**src/msv_map.vh**
```
// constants for the memory-select and volume switch block
`ifndef MSV_MAP_VH
`define MSV_MAP_VH
`define MSV_MEM_A      2'h0
`define MSV_MEM_B      2'h1
`define MSV_MEM_C      2'h2
`define MSV_MEM_D      2'h3
`define MSV_POL_PULLDN 1'b0
`define MSV_POL_PULLUP 1'b1
`define MSV_TYPE_MOM   1'b0
`define MSV_TYPE_STAT  1'b1
`define MSV_VOL_RST    4'h8
`define MSV_DEB_RST    16'h0000
`endif

```
**src/msv_switch_ctl.v**
```verilog
// memory-select switch and volume-control interpretation logic
`timescale 1ns/1ps
`include "msv_map.vh"
module msv_switch_ctl #(
   parameter VOL_W    = 4,
   parameter DEB_W    = 16,
   parameter TRIM_N   = 4,
   parameter TRIM_PAR = 19,
   parameter TRIM_VW  = 4
) (
   // clock and reset
   input  wire                 mclk_i,
   input  wire                 sys_rst_i,
   // switch pins
   input  wire                 select_input_first_i,
   input  wire                 select_input_second_i,
   input  wire                 volume_up_input_i,
   input  wire                 volume_down_input_i,
   // configuration
   input  wire                 switch_type_setting_i,
   input  wire                 last_mem_dedicate_i,
   input  wire                 first_input_polarity_i,
   input  wire                 second_input_polarity_i,
   input  wire                 vol_pin_polarity_i,
   input  wire [3:0]           mem_valid_i,
   input  wire                 telecoil_en_i,
   input  wire [DEB_W-1:0]     debounce_cycles_i,
   input  wire                 vol_digital_en_i,
   input  wire                 vol_analog_en_i,
   input  wire                 vol_external_i,
   input  wire [VOL_W-1:0]     vol_fixed_i,
   input  wire                 vol_log_taper_i,
   input  wire [VOL_W-1:0]     vol_analog_pos_i,
   // trimmer configuration: two-bit trimmer number per parameter
   input  wire [TRIM_PAR*2-1:0] trim_assign_i,
   input  wire [TRIM_N*TRIM_VW-1:0] trim_pos_i,
   // outputs
   output reg  [1:0]           mem_sel_o,
   output reg                  mem_change_o,
   output reg  [VOL_W-1:0]     volume_o,
   output reg                  vol_up_evt_o,
   output reg                  vol_down_evt_o,
   output reg  [TRIM_PAR*TRIM_VW-1:0] trim_par_o
);

   // closed-state from pin level and polarity
   function is_closed;
      input lvl;
      input pol;
      begin
         is_closed = (pol == `MSV_POL_PULLUP) ? ~lvl : lvl;
      end
   endfunction

   // memory A counts as valid whatever its bit says
   function mem_ok;
      input [1:0] idx;
      input [3:0] vld;
      begin
         mem_ok = (idx == `MSV_MEM_A) | vld[idx];
      end
   endfunction

   // open-time count holds at its top so a long wait cannot wrap
   function [DEB_W-1:0] deb_step;
      input [DEB_W-1:0] cnt;
      begin
         if (cnt == {DEB_W{1'b1}})
            deb_step = cnt;
         else
            deb_step = cnt + {{(DEB_W-1){1'b0}}, 1'b1};
      end
   endfunction

   // trimmer numbers beyond the fitted ones read trimmer 0, never X
   function [TRIM_VW-1:0] trim_pick;
      input [TRIM_N*TRIM_VW-1:0] pos;
      input [1:0]                idx;
      begin
         if (idx >= TRIM_N)
            trim_pick = pos[TRIM_VW-1:0];
         else
            trim_pick = pos[idx*TRIM_VW +: TRIM_VW];
      end
   endfunction

   // next valid memory above cur, wrapping to A; skip_d excludes D
   function [1:0] next_mem;
      input [1:0] cur;
      input [3:0] vld;
      input       skip_d;
      reg   [3:0] v;
      begin
         v = {vld[3] & ~skip_d, vld[2:1], 1'b1};
         if (cur == 2'h0 && v[1])
            next_mem = 2'h1;
         else if (cur <= 2'h1 && v[2])
            next_mem = 2'h2;
         else if (cur <= 2'h2 && v[3])
            next_mem = 2'h3;
         else
            next_mem = `MSV_MEM_A;
      end
   endfunction

   // synchronised, polarity-corrected switch states
   reg              s1_ff;
   reg              s2_ff;
   reg              vu_ff;
   reg              vd_ff;
   reg              s1_prv_ff;
   reg              vu_prv_ff;
   reg              vd_prv_ff;
   reg              started_ff;
   reg  [1:0]       saved_ff;
   reg              in_d_ff;
   reg  [DEB_W-1:0] deb_cnt_ff;
   reg  [1:0]       nxt_mem;
   reg  [1:0]       nxt_saved;
   reg              nxt_in_d;
   reg  [DEB_W-1:0] nxt_deb;
   reg  [1:0]       stat_sel;
   reg              s2_open_ok;
   wire             press1;
   wire             vol_up_press;
   wire             vol_dn_press;
   wire             dig_en;
   wire             ana_en;
   wire             up_step;
   wire             dn_step;
   wire [1:0]       sw_mode;
   integer          k;

   // mode codes: {switch type, dedicate}
   localparam MODE_1 = 2'h0;
   localparam MODE_2 = 2'h1;
   localparam MODE_3 = 2'h2;
   localparam MODE_4 = 2'h3;

   // inputs are synchronous; one register stage gives edge detection
   always @(posedge mclk_i) begin
      if (sys_rst_i) begin
         s1_ff     <= 1'b0;
         s2_ff     <= 1'b0;
         vu_ff     <= 1'b0;
         vd_ff     <= 1'b0;
         s1_prv_ff <= 1'b0;
         vu_prv_ff <= 1'b0;
         vd_prv_ff <= 1'b0;
      end else begin
         s1_ff     <= is_closed(select_input_first_i, first_input_polarity_i);
         s2_ff     <= is_closed(select_input_second_i, second_input_polarity_i);
         vu_ff     <= is_closed(volume_up_input_i, vol_pin_polarity_i);
         vd_ff     <= is_closed(volume_down_input_i, vol_pin_polarity_i);
         s1_prv_ff <= s1_ff;
         vu_prv_ff <= vu_ff;
         vd_prv_ff <= vd_ff;
      end
   end

   assign press1       = s1_ff & ~s1_prv_ff;
   assign vol_up_press = vu_ff & ~vu_prv_ff;
   assign vol_dn_press = vd_ff & ~vd_prv_ff;

   // digital wins if both are requested, so both never act
   assign dig_en = vol_digital_en_i & vol_external_i;
   assign ana_en = vol_analog_en_i & ~vol_digital_en_i & vol_external_i;

   // both buttons at once is refused rather than guessed
   assign up_step = dig_en & vol_up_press & ~vol_dn_press;
   assign dn_step = dig_en & vol_dn_press & ~vol_up_press;

   assign sw_mode = {switch_type_setting_i, last_mem_dedicate_i};

   // static decode; D-only ignores input one when two closed
   always @* begin
      if (last_mem_dedicate_i) begin
         if (s2_ff)
            stat_sel = `MSV_MEM_D;
         else
            stat_sel = s1_ff ? `MSV_MEM_B : `MSV_MEM_A;
      end else begin
         stat_sel = {s2_ff, s1_ff};
      end
      // invalid selection falls back to A
      if (!mem_ok(stat_sel, mem_valid_i))
         stat_sel = `MSV_MEM_A;
   end

   // telecoil leaves D only after a full open period
   always @* begin
      s2_open_ok = 1'b1;
      if (telecoil_en_i && in_d_ff && deb_cnt_ff < debounce_cycles_i)
         s2_open_ok = 1'b0;
   end

   // memory selection per mode
   always @* begin
      nxt_mem   = mem_sel_o;
      nxt_saved = saved_ff;
      nxt_in_d  = in_d_ff;
      nxt_deb   = `MSV_DEB_RST;
      case (sw_mode)
         MODE_3, MODE_4: begin
            // continuous follow, start at switch state
            nxt_in_d = s2_ff & last_mem_dedicate_i &
                       mem_ok(`MSV_MEM_D, mem_valid_i);
            if (in_d_ff && !s2_ff) begin
               nxt_deb = deb_step(deb_cnt_ff);
               if (!s2_open_ok)
                  nxt_in_d = 1'b1;
            end
            if (nxt_in_d)
               nxt_mem = `MSV_MEM_D;
            else
               nxt_mem = stat_sel;
         end
         MODE_2: begin
            if (s2_ff) begin
               // force D, ignore input one, remember prior
               if (!in_d_ff)
                  nxt_saved = started_ff ? mem_sel_o : `MSV_MEM_A;
               nxt_in_d = 1'b1;
               nxt_mem  = `MSV_MEM_D;
            end else if (in_d_ff) begin
               nxt_deb = deb_step(deb_cnt_ff);
               if (s2_open_ok) begin
                  nxt_in_d = 1'b0;
                  nxt_mem  = saved_ff;
               end
            end else if (!started_ff) begin
               nxt_mem = `MSV_MEM_A;
            end else if (press1) begin
               nxt_mem = next_mem(mem_sel_o, mem_valid_i, 1'b1);
            end
         end
         MODE_1: begin
            nxt_in_d = 1'b0;
            if (!started_ff)
               nxt_mem = `MSV_MEM_A;
            else if (press1)
               nxt_mem = next_mem(mem_sel_o, mem_valid_i, 1'b0);
         end
         default: begin
            nxt_in_d = 1'b0;
            nxt_mem  = `MSV_MEM_A;
         end
      endcase
   end

   always @(posedge mclk_i) begin
      if (sys_rst_i) begin
         mem_sel_o    <= `MSV_MEM_A;
         mem_change_o <= 1'b0;
         saved_ff     <= `MSV_MEM_A;
         in_d_ff      <= 1'b0;
         deb_cnt_ff   <= `MSV_DEB_RST;
         started_ff   <= 1'b0;
      end else begin
         started_ff   <= 1'b1;
         mem_sel_o    <= nxt_mem;
         saved_ff     <= nxt_saved;
         in_d_ff      <= nxt_in_d;
         deb_cnt_ff   <= nxt_deb;
         // one-cycle pulse with new index on output
         mem_change_o <= (nxt_mem != mem_sel_o);
      end
   end

   // log taper approximated by squaring the position
   wire [2*VOL_W-1:0] sq_pos = vol_analog_pos_i * vol_analog_pos_i;
   wire [VOL_W-1:0]   ana_vol = vol_log_taper_i ?
                                sq_pos[2*VOL_W-1:VOL_W] : vol_analog_pos_i;

   // volume source: fixed, analog or digital steps
   always @(posedge mclk_i) begin
      if (sys_rst_i) begin
         volume_o       <= `MSV_VOL_RST;
         vol_up_evt_o   <= 1'b0;
         vol_down_evt_o <= 1'b0;
      end else begin
         vol_up_evt_o   <= up_step;
         vol_down_evt_o <= dn_step;
         if (!vol_external_i)
            volume_o <= vol_fixed_i;
         else if (ana_en)
            volume_o <= ana_vol;
         else if (dig_en) begin
            // saturating steps
            if (up_step && volume_o != {VOL_W{1'b1}})
               volume_o <= volume_o + {{(VOL_W-1){1'b0}}, 1'b1};
            else if (dn_step && volume_o != {VOL_W{1'b0}})
               volume_o <= volume_o - {{(VOL_W-1){1'b0}}, 1'b1};
         end
      end
   end

   // each parameter copies its assigned trimmer, one trimmer many params
   always @(posedge mclk_i) begin
      if (sys_rst_i) begin
         trim_par_o <= {(TRIM_PAR*TRIM_VW){1'b0}};
      end else begin
         for (k = 0; k < TRIM_PAR; k = k + 1)
            trim_par_o[k*TRIM_VW +: TRIM_VW] <=
               trim_pick(trim_pos_i, trim_assign_i[k*2 +: 2]);
      end
   end

endmodule // msv_switch_ctl

```
**config.mk**
```make
export PLATFORM = sky130hd
export DESIGN_NAME = msv_switch_ctl
export DESIGN_NICKNAME = d
export VERILOG_FILES = /design/src/msv_switch_ctl.v
export VERILOG_INCLUDE_DIRS = /design/src
export SDC_FILE = /design/constraint.sdc
export NUM_CORES = 1
export LEC_CHECK = 0
export ABC_AREA = 1
export ABC_CLOCK_PERIOD_IN_PS = 1900
export BUFFER_PORTS_ARGS = -buffer_cell sky130_fd_sc_hd__buf_4
export CAP_MARGIN = 20
export CELL_PAD_IN_SITES_DETAIL_PLACEMENT = 1
export CELL_PAD_IN_SITES_GLOBAL_PLACEMENT = 1
export CORE_UTILIZATION = 33
export DETAILED_ROUTE_END_ITERATION = 16
export PLACE_DENSITY = 0.79
export SLEW_MARGIN = 15
export SYNTH_ARGS = -nofsm -noshare
export SYNTH_HDL_FRONTEND = slang
export SYNTH_SLANG_ARGS = --single-unit
export TNS_END_PERCENT = 30
```
**constraint.sdc**
```tcl
create_clock -name mclk_i -period 1.9 [get_ports mclk_i]
set_input_delay 0.095 -clock mclk_i [delete_from_list [all_inputs] [get_ports mclk_i]]
set_output_delay 0.095 -clock mclk_i [all_outputs]
set_load 0.01 [all_outputs]
```
== Yosys cells after proc, flatten, opt, wreduce, memory -nomap -nowiden ==
Cells that the tools add are included.

* Word-level logic and storage cells: 136
* Bits of input ports: 98
* Flip-flop bits (word level): 112
* Output and inout port bits: 85

* Equality and inequality tests: 8
* Reduce and logical (&&, ||, !) cells: 16
* $add $sub $neg: 3
* Multipliers: 1
* Mux-type cells: 44
* Shift operators: 19
* Bitwise gates (word level): 24
* $lt $le $gt $ge: 4

{| class="wikitable"
|+ Operator list
! kind !! count
|-
| $shiftx 16x5->4 || 19
|-
| $mux 16 || 4
|-
| $mux 2 || 17
|-
| $pmux 16 s2 || 1
|-
| $mux 4 || 6
|-
| $add 16x1->16 const B || 1
|-
| $eq 16x16->1 const B || 1
|-
| $lt 16x16->1 || 1
|-
| $mux 1 || 13
|-
| $and 1x1->1 || 12
|-
| $not 1->1 || 11
|-
| $logic_and 1x1->1 || 8
|-
| $mul 4x4->8 || 1
|-
| $logic_not 2->1 || 3
|-
| $pmux 2 s3 || 1
|-
| $add 4x1->4 const B || 1
|-
| $eq 2x2->1 const B || 2
|-
| $ne 4x1->1 const B || 1
|-
| $ne 4x4->1 const B || 1
|-
| $reduce_bool 4->1 || 1
|-
| $sub 4x1->4 const B || 1
|-
| $lt 2x3->1 const B || 1
|-
| $ne 3x1->1 const B || 1
|-
| $pmux 1 s3 || 1
|-
| other kinds (10) || 10
|}

== Logic depth before layout (Yosys ltp) ==
* Word-level depth: 10
* Depth in mapped cells: 18
* Depth with buffers taken out: 18

== Least setup slack after synthesis ==
OpenSTA, ideal clock, no wires.

* Kind: reg-to-reg
* From: register volume_o[0]
* To: register volume_o[3]
* Path slack: -0.196 ns
* Data required time: 1.785 ns
* Period minus slack after synthesis: 2.096 ns
* Cell stages (with the launch flop): 10
* Path buffers: 0
* Library setup time: 0.115 ns
* Arrival: 1.981 ns
* Cells stage by stage: dfxtp_1 -> nand3_1 -> o21ai_0 -> ha_1 -> a21o_1 -> a21oi_1 -> xor2_1 -> o221ai_1 -> nand2_1 -> nand2_1

* Cells in the longest elaborated chain, start to end: 6
* Elaborated cells between the ends (all ways): 13
* Classes of those cells: 2 x add/sub; 2 x eq/ne; 5 x mux; 4 x reduce/logical

{| class="wikitable"
|+ Ends and longest elaborated chain
! what !! line !! text
|-
| start: declaration || msv_switch_ctl.v:40 || <nowiki>output reg [VOL_W-1:0] volume_o,</nowiki>
|-
| start signal: assignment || msv_switch_ctl.v:278 || <nowiki>volume_o <= `MSV_VOL_RST;</nowiki>
|-
| start signal: assignment || msv_switch_ctl.v:285 || <nowiki>volume_o <= vol_fixed_i;</nowiki>
|-
| start signal: assignment || msv_switch_ctl.v:287 || <nowiki>volume_o <= ana_vol;</nowiki>
|-
| $sub 4x1->4 or $ne 4x4->1 (tied branches) || msv_switch_ctl.v:293, msv_switch_ctl.v:290 ||
|-
| $mux 4 or $logic_and 1x1->1 (tied branches) || msv_switch_ctl.v:292, msv_switch_ctl.v:290 ||
|-
| $mux 4 || msv_switch_ctl.v:290 || <nowiki>if (up_step && volume_o != {VOL_W{1'b1}})</nowiki>
|-
| $mux 4 || msv_switch_ctl.v:288 || <nowiki>else if (dig_en) begin</nowiki>
|-
| $mux 4 || msv_switch_ctl.v:286 || <nowiki>else if (ana_en)</nowiki>
|-
| $mux 4 || msv_switch_ctl.v:284 || <nowiki>if (!vol_external_i)</nowiki>
|}

Several ways; a longest one is shown, not always the timed one. The select of a mux whose other input is x is not followed.
A chain may end at the register's enable or synchronous reset.

== Worst setup path after layout ==
* From: register vu_ff
* To: register volume_o[3]

* Cells in the longest elaborated chain, start to end: 8
* Elaborated cells between the ends (all ways): 13
* Classes of those cells: 1 x eq/ne; 4 x mux; 5 x bitwise; 3 x reduce/logical

{| class="wikitable"
|+ Ends and longest elaborated chain
! what !! line !! text
|-
| start: declaration || msv_switch_ctl.v:109 || <nowiki>reg vu_ff;</nowiki>
|-
| start signal: assignment || msv_switch_ctl.v:153 || <nowiki>vu_ff <= is_closed(volume_up_input_i, vol_pin_polarity_i);</nowiki>
|-
| $and 1x1->1 (*) || msv_switch_ctl.v:162 || <nowiki>assign vol_up_press = vu_ff & ~vu_prv_ff;</nowiki>
|-
| $and 1x1->1 (2 in series) || msv_switch_ctl.v:170 || <nowiki>assign up_step = dig_en & vol_up_press & ~vol_dn_press;</nowiki>
|-
| $logic_and 1x1->1 || msv_switch_ctl.v:290 ||
|-
| $mux 4 || msv_switch_ctl.v:290 ||
|-
| $mux 4 || msv_switch_ctl.v:288 ||
|-
| $mux 4 || msv_switch_ctl.v:286 ||
|-
| $mux 4 || msv_switch_ctl.v:284 ||
|-
| end signal: assignment || msv_switch_ctl.v:285 ||
|-
| end signal: assignment || msv_switch_ctl.v:287 ||
|-
| end signal: assignment || msv_switch_ctl.v:291 || <nowiki>volume_o <= volume_o + {{(VOL_W-1){1'b0}}, 1'b1};</nowiki>
|}

Mark *: on every way between the ends. The rest lies on a longest branch, timed or not. The select of a mux whose other input is x is not followed.

==> impl_summary.md <==
Floorplanning
In this run the horizontal extent of the chip is 140 um. The standard cell core area is 18,700 um2. The starting utilization of the core area is 33.8%.

The die is 140 um tall. The number of placed I/O pins is 183. The number of rows created at floorplan is 50.

The full die area is 19,700 um2.

Yosys
The post-synthesis average cell area is 6.97 um2. Of the synthesized area, sequential elements account for 35.5%. Synthesis produced a netlist whose cell count is 906.

The net count after synthesis is 1,026. The number of flip-flops and latches in the synthesized netlist is 112. Yosys mapped the design onto 39 distinct sky130hd cell types.

The synthesized netlist occupies a cell area of 6320 um2. sky130_fd_sc_hd__dfxtp_1 takes more of the synthesized area than any other cell. The synthesis warning total is 0. The fraction of synthesized cell area taken by the top area cell type is 35.5%.

Sorting the synthesized cells by area gives the leading types as sky130_fd_sc_hd__dfxtp_1 (35%), sky130_fd_sc_hd__a21oi_1 (14%), sky130_fd_sc_hd__o211ai_1 (9.5%).

Worst setup path
The endpoint arrival time on the critical path is 2.16 ns. The launch point of the worst reg-to-reg path is vu_ff$_SDFF_PP0_. The biggest cell delay along the critical path is 0.33 ns.

The cell type with the highest occurrence count on the critical path is sky130_fd_sc_hd__nand2_1. Traced cell by cell, the critical path runs through inv_2 -> or2_4 -> nor3_4 -> o21ai_2 -> ha_1 -> a21o_1 -> a21oi_2 -> xor2_1 -> o221ai_1 -> nand2_1 -> nand2_1. For the worst setup path, the data required time is 2.14 ns. The most critical setup path has its startpoint at vu_ff$_SDFF_PP0_. Among cell families on the critical path, the largest total delay comes from compound AO/OA/AOI/OAI gates. The type of origin of the critical path is a flop. The worst setup path is captured at a flop. Of all nets on the critical path, the largest fanout is 3.

Counting both buffers and inverters, the worst setup path holds a total of 1. The critical path in this run is classified as reg -> reg. The slowest library cell on the worst path is sky130_fd_sc_hd__dfxtp_2.

Timing
Setup repair after global routing could not meet its margin everywhere. The worst path uses 101% of the clock period. Static timing analysis puts the maximum clock frequency at 0.522 GHz.

The count of endpoints failing hold in the final timing report is 0. The worst-case clock skew is 0.00671 ns. The number of setup violations in the final report is 1. The final number of max-transition violations was 0. The final setup TNS is -0.0145 ns.

The minimum period implied by the final worst setup slack is 1.91 ns. Measured against its own limit, the worst slew margin works out to 43.9%. The setup slack after layout is -0.0145 ns.

The slew at the pin closest to its max-slew limit is 0.836 ns.

Clock network
The H-tree was split into 3 levels. At the later pin of the worst-skew pair, clock insertion delay measures 0.35 ns. The CTS tree is built.

Clock-pin slew was measured on the worst setup and hold paths at 0.07 ns. Counting every sink on the clock net gives 112. The number of buffers inserted during clock tree synthesis is 9. CTS placed an instance of sky130_fd_sc_hd__clkbuf_16 at the clock tree root. The maximum count of clock buffers along a single path is 2.

Run status
The final reports fail on negative setup slack. The run finished, with violations left.

Detailed routing
The final layout contains routed wiring with a total length of 22,300 um. After the first detailed-routing iteration, the DRC count stood at 416. The detail-routed net length per standard cell is 17.4 um. The via count normalized by instance count is 5.37. The detailed-route via count is 6,902.

For this run, the detailed router's first-pass iteration total came to 4. After detailed routing, the number of remaining DRC violations is 0. Once detail routing completed, the nets flagged for antenna violations numbered 0.

Cells and area
The commonest non-fill, non-tap cell in the layout is sky130_fd_sc_hd__buf_4. Once layout is complete, the utilization of the core stands at 44.8%. In the final layout, the share of cells above drive strength 1 is 25.7%. From synthesis to final layout, the design area changed by 32.5%.

The final design area excluding fillers is 8370 um2. The repair_antennas step left the layout with diodes totalling 0. Leaving out fill and tap cells, the most frequent cells in the layout are sky130_fd_sc_hd__buf_4 (217), sky130_fd_sc_hd__a21oi_1 (171), sky130_fd_sc_hd__nand2_1 (139), sky130_fd_sc_hd__dfxtp_1 (107), sky130_fd_sc_hd__o21ai_0 (95).

The count of nets after finishing is 1,166.

Global route
The number of antenna violations at the first check in global routing came to 0. The first-pass GRT wire length is 34,900 um. For this run, global-route usage on met3 was measured as 2.91%.

The met2 layer usage reported by global route is 37.3%. Global routing consumed, over all layers together, 22.4% of the routing resources. The met1 usage in global routing is 30.3%.

Entering global routing, the biggest net connects 92 pins. met2 is the most crowded layer. The via count of the first global-routing pass is 6,696. The residual overflow from global routing is 0.

Placed design
During placement, the flow inserted port buffers numbering 181. The wire-length estimate of the detail-placed layout is 14,900 um. Summing all placed instances gives a cell area of 7890 um2. The final weighted congestion in routability-driven placement is 0.817.

Pwr
Dividing total power by cell area gives a power density of 717 nW/um2. The standby leakage power is 0.00370 uW. The worst supply voltage drop on vdd is 0.000387 V.

Worst hold path
The path class of the tightest hold or removal check is in -> reg. The start point of the worst hold path is select_input_first_i.

Flow run
Max-cap violations in this run came to 0.
## stage by stage
step                std cells  hold slack [ns]  setup slack [ns]  total power, uW
floorplan                 906            0.206           0.00486             3320
global placement         1261            0.337           -0.0406             3890
detailed placement       1261            0.340           -0.0872             3940
CTS                      1281          0.00526          -0.00715             6060
global route             1285           0.0225            -0.142             6300
finish                   1285           0.0130           -0.0145             6000
## routing by layer
layer  vias up  wire [um]  part of all wire [%]
li1       3403          -                     -
met1      3289      10300                    46
met2       192      10500                    47
met3        18       1240                   5.6
met4         0        266                   1.2
met5         -          0                     0
## registers in the layout, indices dropped and copies added (netlist names)
register	count
trim_par_o	76
s2_ff	1
vol_up_evt_o	1
mem_sel_o	2
started_ff	1
vd_ff	1
vd_prv_ff	1
in_d_ff	1
saved_ff	2
vu_prv_ff	1
s1_prv_ff	1
deb_cnt_ff	16
vol_down_evt_o	1
mem_change_o	1
vu_ff	1
volume_o	4
s1_ff	1
## logic make-up (layout without fill, tap and decap cells)
| family | Yosys count | count (layout) | synth area share [%] |
|---|---|---|---|
| compound gates | 369 | 369 | 33.1 |
| xor+xnor | 12 | 12 | 1.66 |
| fa+ha+maj | 22 | 22 | 4.48 |
| buf+inv | 162 | 307 | 9.69 |
| flops | 112 | 112 | 35.5 |
| simple gates | 229 | 229 | 15.6 |
## final timing paths
kind	depth (start not counted)	end	slack, ns
hold / removal	3	s1_ff$_SDFF_PP0_	0.01
setup / recovery	11	volume_o[3]$_SDFFE_PP1P_	-0.01
setup reg to reg	11	volume_o[3]$_SDFFE_PP1P_	-0.01
hold reg to reg	2	vu_prv_ff$_SDFF_PP0_	0.44
## worst reg2reg max path, delay by kind of cell (launching register included)
kind                     cells  cell delay, ns
adder cells (fa/ha/maj)      1            0.27
buffers and inverters        1            0.03
XOR/XNOR                     1            0.17
flip-flops                   1            0.33
AO/OA/AOI/OAI                4            0.54
AND/OR/NAND/NOR              4            0.48
## where the power goes
part	internal (uW)	switching (uW)	leakage, uW
combinational	589	760	0.00262
clock	1160	935	0.000152
sequential	2500	61.3	0.000929
## area by class of cell
type	instances	area, um2
clock buffers	9	225
clock inverters	7	93.8
fillers	2361	10300
inverters	69	262
multi-input cells	632	3560
flip-flops and latches	112	2250
well taps	234	293
repair buffers	222	1690
## cell usage after synthesis
cell                       number
sky130_fd_sc_hd__o311ai_0       1
sky130_fd_sc_hd__inv_4          1
sky130_fd_sc_hd__nor2_2         2
sky130_fd_sc_hd__nand2_1      142
sky130_fd_sc_hd__inv_2          1
sky130_fd_sc_hd__nand4_2        1
sky130_fd_sc_hd__a21o_1         1
sky130_fd_sc_hd__o211ai_1      80
sky130_fd_sc_hd__clkbuf_1      86
sky130_fd_sc_hd__a21oi_1      174
sky130_fd_sc_hd__nor4_1         3
sky130_fd_sc_hd__nor3_1         9
sky130_fd_sc_hd__nand4_1        4
sky130_fd_sc_hd__o221ai_1       1
sky130_fd_sc_hd__a211oi_1       5
sky130_fd_sc_hd__fa_1           1
sky130_fd_sc_hd__clkinv_1       8
sky130_fd_sc_hd__nand2_2        2
sky130_fd_sc_hd__o21ai_1        1
sky130_fd_sc_hd__ha_1          21
sky130_fd_sc_hd__a41oi_1        3
sky130_fd_sc_hd__o21a_1         1
sky130_fd_sc_hd__nand2_4        1
sky130_fd_sc_hd__or2_2          2
sky130_fd_sc_hd__buf_1          6
sky130_fd_sc_hd__a22oi_1        1
sky130_fd_sc_hd__a21boi_0       1
sky130_fd_sc_hd__o21ai_0       97
sky130_fd_sc_hd__xor2_1         8
sky130_fd_sc_hd__inv_1         59
sky130_fd_sc_hd__a31oi_1        3
sky130_fd_sc_hd__nor2_8         1
sky130_fd_sc_hd__nand3_1       18
sky130_fd_sc_hd__nor2_1        39
sky130_fd_sc_hd__xnor2_1        4
sky130_fd_sc_hd__buf_2          1
sky130_fd_sc_hd__or2_1          2
sky130_fd_sc_hd__dfxtp_1      112
sky130_fd_sc_hd__nor3_2         3
## what timing repair did
item,in CTS,in global routing
endpoints found under the hold margin,2,0
hold buffers,3,0
pin swaps,0,12
setup endpoints to repair,3,12
resized for setup,4,24
setup buffers,1,4
No activity file was read; power rests on OpenSTA's default activity.
